===== src/common/rtcpc_defs.vh =====
// Register map, field widths and reset values of the RTC timekeeping core
// Included by the core and its register store; definitions only
`ifndef RTCPC_DEFS_VH
`define RTCPC_DEFS_VH
`define RTCPC_A_PSCH      8'h08
`define RTCPC_A_PSCL      8'h0c
`define RTCPC_A_DIVH      8'h10
`define RTCPC_A_DIVL      8'h14
`define RTCPC_A_CNTH      8'h18
`define RTCPC_A_CNTL      8'h1c
`define RTCPC_A_ALMH      8'h20
`define RTCPC_A_ALML      8'h24
`define RTCPC_A_STAT      8'h28
`define RTCPC_A_MASK      8'h2c
`define RTCPC_PSC_RST     20'h08000
`define RTCPC_DIV_RST     20'h08000
`define RTCPC_HALF_ONES   16'hffff
`define RTCPC_HALF_ZERO   16'h0000
`define RTCPC_WORD_ZERO   32'h00000000
`define RTCPC_EVT_SEC     0
`define RTCPC_EVT_ALM     1
`define RTCPC_EVT_W       2
`endif


===== src/rtl/rtcpc_half_store.v =====
// Two 16-bit halves of a 32-bit value with registered read port
// Assumes single clock, one write strobe per half
`include "rtcpc_defs.vh"
module rtcpc_half_store #(
    parameter [31:0] RST_VAL = 32'hffffffff
) (
    input  wire        clk_sys,
    input  wire        rst,
    input  wire        ce,
    input  wire        wr_hi,
    input  wire        wr_lo,
    input  wire [15:0] wdata,
    output reg  [31:0] value_r
);
    always @(posedge clk_sys or posedge rst)
    begin
        if (rst)
            value_r <= RST_VAL;
        else if (ce)
        begin
            if (wr_hi)
                value_r[31:16] <= wdata;
            if (wr_lo)
                value_r[15:0] <= wdata;
        end
    end
endmodule


===== src/rtl/rtcpc_core.v =====
// RTC timekeeping core: prescaler, countdown divider, seconds count, alarm
// Assumes clk_sys is the rtc source clock; register port is synchronous
//
// Contract
// - Each register answers alike to half-word or word access; low 16 bits.
// - Prescale value is 20 bits; low half written at PSCL, top four at PSCH.
// - Seconds tick rate is source clock over prescale value plus one.
// - Divider count is readable: bits 19:16 high, 15:0 low register.
// - Divider reloads whenever software writes prescale or count.
// - Seconds count is 32 bits, read-write in two halves, reset zero.
// - Alarm compare is 32 bits, written in two halves, reset all ones.
// - Divider reaching zero sets the second event flag and advances the count; a reload write suppresses it.
`include "rtcpc_defs.vh"
module rtcpc_core #(
    parameter PSC_W = 20
) (
    input  wire        clk_sys,
    input  wire        rst,
    input  wire        ce,
    input  wire [7:0]  addr,
    input  wire [31:0] wdata,
    input  wire        wr_stb,
    input  wire        rd_stb,
    output reg  [31:0] rdata_r,
    output reg         seconds_tick_clock_r,
    output reg         alarm_evt_r,
    output reg         irq_r
);
    reg  [PSC_W-1:0]        prescale_value_r;
    reg  [PSC_W-1:0]        div_r;
    reg  [31:0]             seconds_count_r;
    reg  [`RTCPC_EVT_W-1:0] status_r;
    reg  [`RTCPC_EVT_W-1:0] mask_r;
    reg  [31:0]             seconds_count_nxt;
    reg  [31:0]             rdata_nxt;
    wire [31:0]             alarm_compare;
    wire                    wr_psch;
    wire                    wr_pscl;
    wire                    wr_cnth;
    wire                    wr_cntl;
    wire                    reload;
    wire                    tick;
    wire                    alarm_hit;
    wire [`RTCPC_EVT_W-1:0] evt;
    wire [`RTCPC_EVT_W-1:0] status_nxt;

    function hit;
        input [7:0] a;
        input [7:0] want;
        begin
            hit = (a == want);
        end
    endfunction

    // Only the low half of wdata is used, so half-word and word match
    assign wr_psch = wr_stb && hit(addr, `RTCPC_A_PSCH);
    assign wr_pscl = wr_stb && hit(addr, `RTCPC_A_PSCL);
    assign wr_cnth = wr_stb && hit(addr, `RTCPC_A_CNTH);
    assign wr_cntl = wr_stb && hit(addr, `RTCPC_A_CNTL);

    rtcpc_half_store #(
        .RST_VAL ({`RTCPC_HALF_ONES, `RTCPC_HALF_ONES})
    ) u_alarm (
        .clk_sys (clk_sys),
        .rst     (rst),
        .ce      (ce),
        .wr_hi   (wr_stb && hit(addr, `RTCPC_A_ALMH)),
        .wr_lo   (wr_stb && hit(addr, `RTCPC_A_ALML)),
        .wdata   (wdata[15:0]),
        .value_r (alarm_compare)
    );

    // Count write is also a reload so the new second starts whole
    assign reload = wr_psch || wr_pscl || wr_cnth || wr_cntl;
    assign tick = !reload && (div_r == {PSC_W{1'b0}});

    always @*
    begin
        seconds_count_nxt = seconds_count_r;
        if (tick)
            seconds_count_nxt = seconds_count_r + 32'h00000001;
        if (wr_cnth)
            seconds_count_nxt[31:16] = wdata[15:0];
        if (wr_cntl)
            seconds_count_nxt[15:0] = wdata[15:0];
    end

    // Compare against the new count so a match is seen once on arrival
    assign alarm_hit = (seconds_count_nxt != seconds_count_r) &&
                       (seconds_count_nxt == alarm_compare);
    assign evt = {alarm_hit, tick};
    // Set wins over the write-one clear in the same cycle
    assign status_nxt = (status_r & ~((wr_stb && hit(addr, `RTCPC_A_STAT)) ?
                        wdata[`RTCPC_EVT_W-1:0] : {`RTCPC_EVT_W{1'b0}}))
                        | evt;

    always @(posedge clk_sys or posedge rst)
    begin
        if (rst)
        begin
            prescale_value_r     <= `RTCPC_PSC_RST;
            div_r                <= `RTCPC_DIV_RST;
            seconds_count_r      <= `RTCPC_WORD_ZERO;
            status_r             <= {`RTCPC_EVT_W{1'b0}};
            mask_r               <= {`RTCPC_EVT_W{1'b0}};
            seconds_tick_clock_r <= 1'b0;
            alarm_evt_r          <= 1'b0;
            irq_r                <= 1'b0;
        end
        else if (ce)
        begin
            if (wr_psch)
                prescale_value_r[PSC_W-1:16] <= wdata[PSC_W-17:0];
            if (wr_pscl)
                prescale_value_r[15:0] <= wdata[15:0];
            if (reload)
            begin
                // New prescale takes effect at once on reload
                div_r <= prescale_value_r;
                if (wr_psch)
                    div_r[PSC_W-1:16] <= wdata[PSC_W-17:0];
                if (wr_pscl)
                    div_r[15:0] <= wdata[15:0];
            end
            else if (tick)
                div_r <= prescale_value_r;
            else
                div_r <= div_r - {{(PSC_W-1){1'b0}}, 1'b1};
            seconds_count_r      <= seconds_count_nxt;
            status_r             <= status_nxt;
            if (wr_stb && hit(addr, `RTCPC_A_MASK))
                mask_r <= wdata[`RTCPC_EVT_W-1:0];
            seconds_tick_clock_r <= tick;
            alarm_evt_r          <= alarm_hit;
            irq_r                <= |(status_nxt & mask_r);
        end
    end

    // Unmapped and write-only addresses read zero; keeps upper bits zero
    always @*
    begin
        rdata_nxt = `RTCPC_WORD_ZERO;
        if (hit(addr, `RTCPC_A_DIVH))
            rdata_nxt[PSC_W-17:0] = div_r[PSC_W-1:16];
        else if (hit(addr, `RTCPC_A_DIVL))
            rdata_nxt[15:0] = div_r[15:0];
        else if (hit(addr, `RTCPC_A_CNTH))
            rdata_nxt[15:0] = seconds_count_r[31:16];
        else if (hit(addr, `RTCPC_A_CNTL))
            rdata_nxt[15:0] = seconds_count_r[15:0];
        else if (hit(addr, `RTCPC_A_STAT))
            rdata_nxt[`RTCPC_EVT_W-1:0] = status_r;
        else if (hit(addr, `RTCPC_A_MASK))
            rdata_nxt[`RTCPC_EVT_W-1:0] = mask_r;
    end

    always @(posedge clk_sys or posedge rst)
    begin
        if (rst)
            rdata_r <= `RTCPC_WORD_ZERO;
        else if (ce)
            rdata_r <= rd_stb ? rdata_nxt : `RTCPC_WORD_ZERO;
    end
endmodule


===== config.mk =====
export PLATFORM = sky130hd
export DESIGN_NAME = rtcpc_core
export DESIGN_NICKNAME = d
export VERILOG_FILES = /design/src/rtl/rtcpc_half_store.v /design/src/rtl/rtcpc_core.v
export VERILOG_INCLUDE_DIRS = /design/src /design/src/common
export SDC_FILE = /design/constraint.sdc
export NUM_CORES = 1
export LEC_CHECK = 0
export ABC_AREA = 1
export BUFFER_PORTS_ARGS = -buffer_cell sky130_fd_sc_hd__buf_2
export CAP_MARGIN = 30
export CORE_MARGIN = 4
export CORE_UTILIZATION = 61
export CTS_CLUSTER_SIZE = 24
export DETAILED_ROUTE_END_ITERATION = 10
export PLACE_DENSITY = 0.86
export RECOVER_POWER = 100
export SLEW_MARGIN = 15
export SYNTH_ARGS = -nofsm -noshare
export SYNTH_HDL_FRONTEND = slang
export SYNTH_SLANG_ARGS = --single-unit

===== constraint.sdc =====
create_clock -name clk_sys -period 4.05 [get_ports clk_sys]
set_clock_uncertainty 0.15 [all_clocks]
set_input_delay 0 -clock clk_sys [delete_from_list [all_inputs] [get_ports clk_sys]]
set_output_delay 0 -clock clk_sys [all_outputs]
set_load 0.05 [all_outputs]

==> run summary <==
====================================================================================================
Crit path max-delay cell type ......................................................... sky130_fd_sc_hd__clkinvlp_2
ANT cells .............................................................................            0
Post-layout nets ......................................................................         1525
Type of element capturing the critical path ...........................................         flop
Remaining global-route overflow .......................................................            0
Final-report hold violation count .....................................................            0
Synth top area cells .................................................................. sky130_fd_sc_hd__dfrtp_1 (25%), sky130_fd_sc_hd__nand2_1 (22%), sky130_fd_sc_hd__dfstp_2 (9.6%)
Clock buffers created by TritonCTS ....................................................           17
Synthesis-stage register bit count ....................................................          127
Vertical extent of the die ............................................................     131.8 µm
Post-DRT Antenna Nets .................................................................            0
Type of the worst setup path .......................................................... flop to flop
Routed WL per cell ....................................................................     16.83 µm
Tightest Pin Transition ...............................................................      2838 ps
Final critical-path required period ...................................................      3782 ps
Status ................................................................................ complete, but fails checks
Final hold slack ......................................................................     63.80 ps
Via count of the first global-routing pass ............................................         8937
Largest fanout on the critical path ...................................................           26
Initial standard-cell utilization of the core .........................................       63.37%
Final period util .....................................................................       93.39%
Cell type with the highest occurrence count on the critical path ...................... sky130_fd_sc_hd__nand2_1
TritonCTS sink count ..................................................................          127
Fmax ..................................................................................    264.4 MHz
DRC violation count after routing .....................................................            0
Sequential element share of the synthesized area ......................................       34.44%
Routed vias/inst ......................................................................        5.897
Clock Root Buffer ..................................................................... sky130_fd_sc_hd__clkbuf_16
Number of standard cells in the layout, taps in and fillers out .......................         1674
EDFF count, synth .....................................................................            0
Most used standard cells in the synthesized netlist ................................... sky130_fd_sc_hd__nand2_1 (556), sky130_fd_sc_hd__o21ai_0 (161), sky130_fd_sc_hd__nor2_1 (108), sky130_fd_sc_hd__inv_1 (100), sky130_fd_sc_hd__nand3_1 (95)
Endpoint of the worst register-to-register path ....................................... status_r[1]$_DFFE_PP0P_
Final count of negative-setup-slack endpoints .........................................            0
Worst R2R Setup Slack .................................................................       270 ps
Overall fraction of global-route tracks in use ........................................       32.29%
Final WL ..............................................................................     28170 µm
Worst vdd ir ..........................................................................  0.0003724 V
Number of fillers in the final layout .................................................         1269
Number of library cell types mapped by synthesis ......................................           42
Dominant delay contributor by cell family on the critical path ........................ simple AND/OR/NAND/NOR gates
Dpl cells .............................................................................         1616
Syn Std Cell Area .....................................................................     9350 µm²
Slew headroom .........................................................................      -90.26%
Largest net degree at the start of global routing .....................................           88
Placed wire-length estimate ...........................................................     19720 µm
Wire length of the first global-routing pass ..........................................     45170 µm
Clk Latency, worst-skew pair ..........................................................       430 ps
Cells along the critical path ......................................................... inv_1 > ha_1 > nand2_1 > nor2_1 > nand3b_2 > clkinvlp_2 > nand2_4 > nand2_1 > nand2_1 > nand2_1 > nand3b_1 > nand2_1 > nor2_1 > nand2_1 > nor2_1 > nand2_1 > nor2_2 > nand3_1 > nand2_1
Clock-pin slew reported for the worst setup and hold paths after clock tree synthesis .        60 ps
HP Start ..............................................................................      addr[6]
Initial DRC count .....................................................................         1238
Avg Inst Size Synth ...................................................................    6.562 µm²
Top-area cell type share of the netlist area ..........................................       24.89%
Leakage dissipation ...................................................................     4.764 nW
Die outline width .....................................................................     131.8 µm
Post-cts resize count .................................................................            0
DRT Pass-1 Iters ......................................................................            6
Commonest register cell after synthesis ............................................... sky130_fd_sc_hd__dfrtp_1
Std-Cell Rows .........................................................................           44
Data required time at the worst endpoint ..............................................      4260 ps
Hold-critical path endpoint ........................................................... status_r[1]$_DFFE_PP0P_
Failing checks ........................................................................ capacitance limit, slew limit
Area of the core region ...............................................................    14750 µm²
Most frequent cell after synthesis .................................................... sky130_fd_sc_hd__nand2_1
Count of final max-slew check failures ................................................           65
Area growth, synth to finish ..........................................................       10.04%
Clock tree from TritonCTS .............................................................          yes
Accumulated negative setup slack ......................................................         0 ps
Die outline area ......................................................................    17370 µm²
H-tree lvl count ......................................................................            4
Library cell with the largest summed area after synthesis ............................. sky130_fd_sc_hd__dfrtp_1
Total buffers and inverters traversed by the critical path ............................            2
Biggest cell delay along the critical path ............................................       550 ps
Synth Warn # ..........................................................................            0
Fraction of synthesis flops using an asynchronous set or reset pin ....................       100.0%
Max Root-Sink Buffers .................................................................            2
Worst Reg-to-Reg Cells ................................................................           19
Routability congestion estimate from global placement .................................        1.003
I/O pin count .........................................................................           80
Antenna violations before repair ......................................................            0
Worst min-delay path category ......................................................... input pin to flop
Detailed-route via count ..............................................................         9871
Setup repair after global routing missed its margin ...................................        false
Count of hold-fix buffers inserted at cts .............................................           24
Power per unit of standard cell area .................................................. 536.1 nW/µm²
Share of post-route cells with drive strength above 1 .................................       10.34%
Max Cap Violations ....................................................................            1
Final cell utilization of the core ....................................................       69.73%
Cell count after synthesis ............................................................         1425
Arrival time worst endpoint ...........................................................      3990 ps
Kind of start point of the critical path ..............................................         flop
Beginning of the worst register-to-register path ...................................... div_r[0]$_DFFE_PP0P_
Hold path cells .......................................................................            9
Count of buffers from port buffering ..................................................           47
Post-CTS Setup Repair Bufs ............................................................            0
====================================================================================================
==> flip-flops by register name, summed over array words and instances, names as in the netlist <==
register	cells
u_alarm.value_r	32
seconds_tick_clock_r	1
rdata_r	16
status_r	2
prescale_value_r	20
mask_r	2
seconds_count_r	32
alarm_evt_r	1
div_r	20
irq_r	1
==> worst max-delay path by stage <==
stage	from	end	slack, ps	cells after the start
4_1_cts	addr[0]	irq_r$_DFFE_PP0P_	640	22
3_5_place_dp	div_r[0]$_DFFE_PP0P_	irq_r$_DFFE_PP0P_	920	22
2_1_floorplan	rst	alarm_evt_r$_DFFE_PP0P_	570	1
3_3_place_gp	div_r[0]$_DFFE_PP0P_	irq_r$_DFFE_PP0P_	960	22
6_report	div_r[0]$_DFFE_PP0P_	status_r[1]$_DFFE_PP0P_	270	19
5_1_grt	div_r[0]$_DFFE_PP0P_	irq_r$_DFFE_PP0P_	120	21
==> cells in the final DEF, fill, tap and decap left out, types with 18 or more instances in the layout <==
cell type,netlist,layout
sky130_fd_sc_hd__nand2_1,556,571
sky130_fd_sc_hd__o21ai_0,161,161
sky130_fd_sc_hd__nor2_1,108,110
sky130_fd_sc_hd__inv_1,100,101
sky130_fd_sc_hd__nand3_1,95,101
sky130_fd_sc_hd__dfrtp_1,93,93
sky130_fd_sc_hd__dfstp_2,34,34
sky130_fd_sc_hd__clkbuf_1,32,29
sky130_fd_sc_hd__buf_2,7,27
sky130_fd_sc_hd__a21oi_1,25,26
sky130_fd_sc_hd__nand3b_1,26,26
sky130_fd_sc_hd__dlygate4sd3_1,0,24
sky130_fd_sc_hd__o221ai_1,18,18
==> routing by layer <==
metal,routed length (µm),vias up,share of wire (%),track usage (%)
li1,-,4705,-,-
met1,11320,4500,40,43.52
met2,12520,551,44,48.40
met3,2813,115,10,7.214
met4,1519,0,5.4,17.91
met5,0,-,0,0
==> cell families after synthesis <==
family	synth area share, %
other	0.04011
XOR/XNOR	1.873
adder cells (fa/ha/maj)	0.4015
AO/OA/AOI/OAI	14.16
AND/OR/NAND/NOR	40.47
flip-flops	34.44
buffers and inverters	8.618
==> tightest hold or removal path: cells and delay by family <==
kind | cells | cell delay, ps
AND/OR/NAND/NOR | 6 | 370
buffers and inverters | 2 | 160
AO/OA/AOI/OAI | 1 | 70
==> where the power goes <==
part           switching [mW]  internal [mW]
logic                    1.32          0.713
registers               0.397           1.52
clock network           0.599          0.965
total                    2.32           3.20
==> per-stage QoR <==
| step | total power, mW | setup slack, ps | instance area (µm²) |
|---|---|---|---|
| finish | 5.515 | 267.7 | 10290 |
| global route | 5.868 | 118.9 | 10290 |
| CTS | 5.485 | 643.0 | 10430 |
| detailed placement | 3.885 | 915.8 | 9608 |
| global placement | 3.826 | 956.7 | 9580 |
| floorplan | 3.432 | 572.0 | 9407 |
==> layout make-up <==
cell class	count	area, µm²	share of cell area, %
Clock buffer	21	440.4	4.281
Clock inverter	11	142.6	1.386
Inverter	113	427.9	4.159
Multi-Input combinational cell	1133	5295	51.47
Sequential cell	127	3221	31.30
Tap cell	184	230.2	2.238
Timing Repair Buffer	85	531.8	5.168
Power figures use the tool's default switching activity.
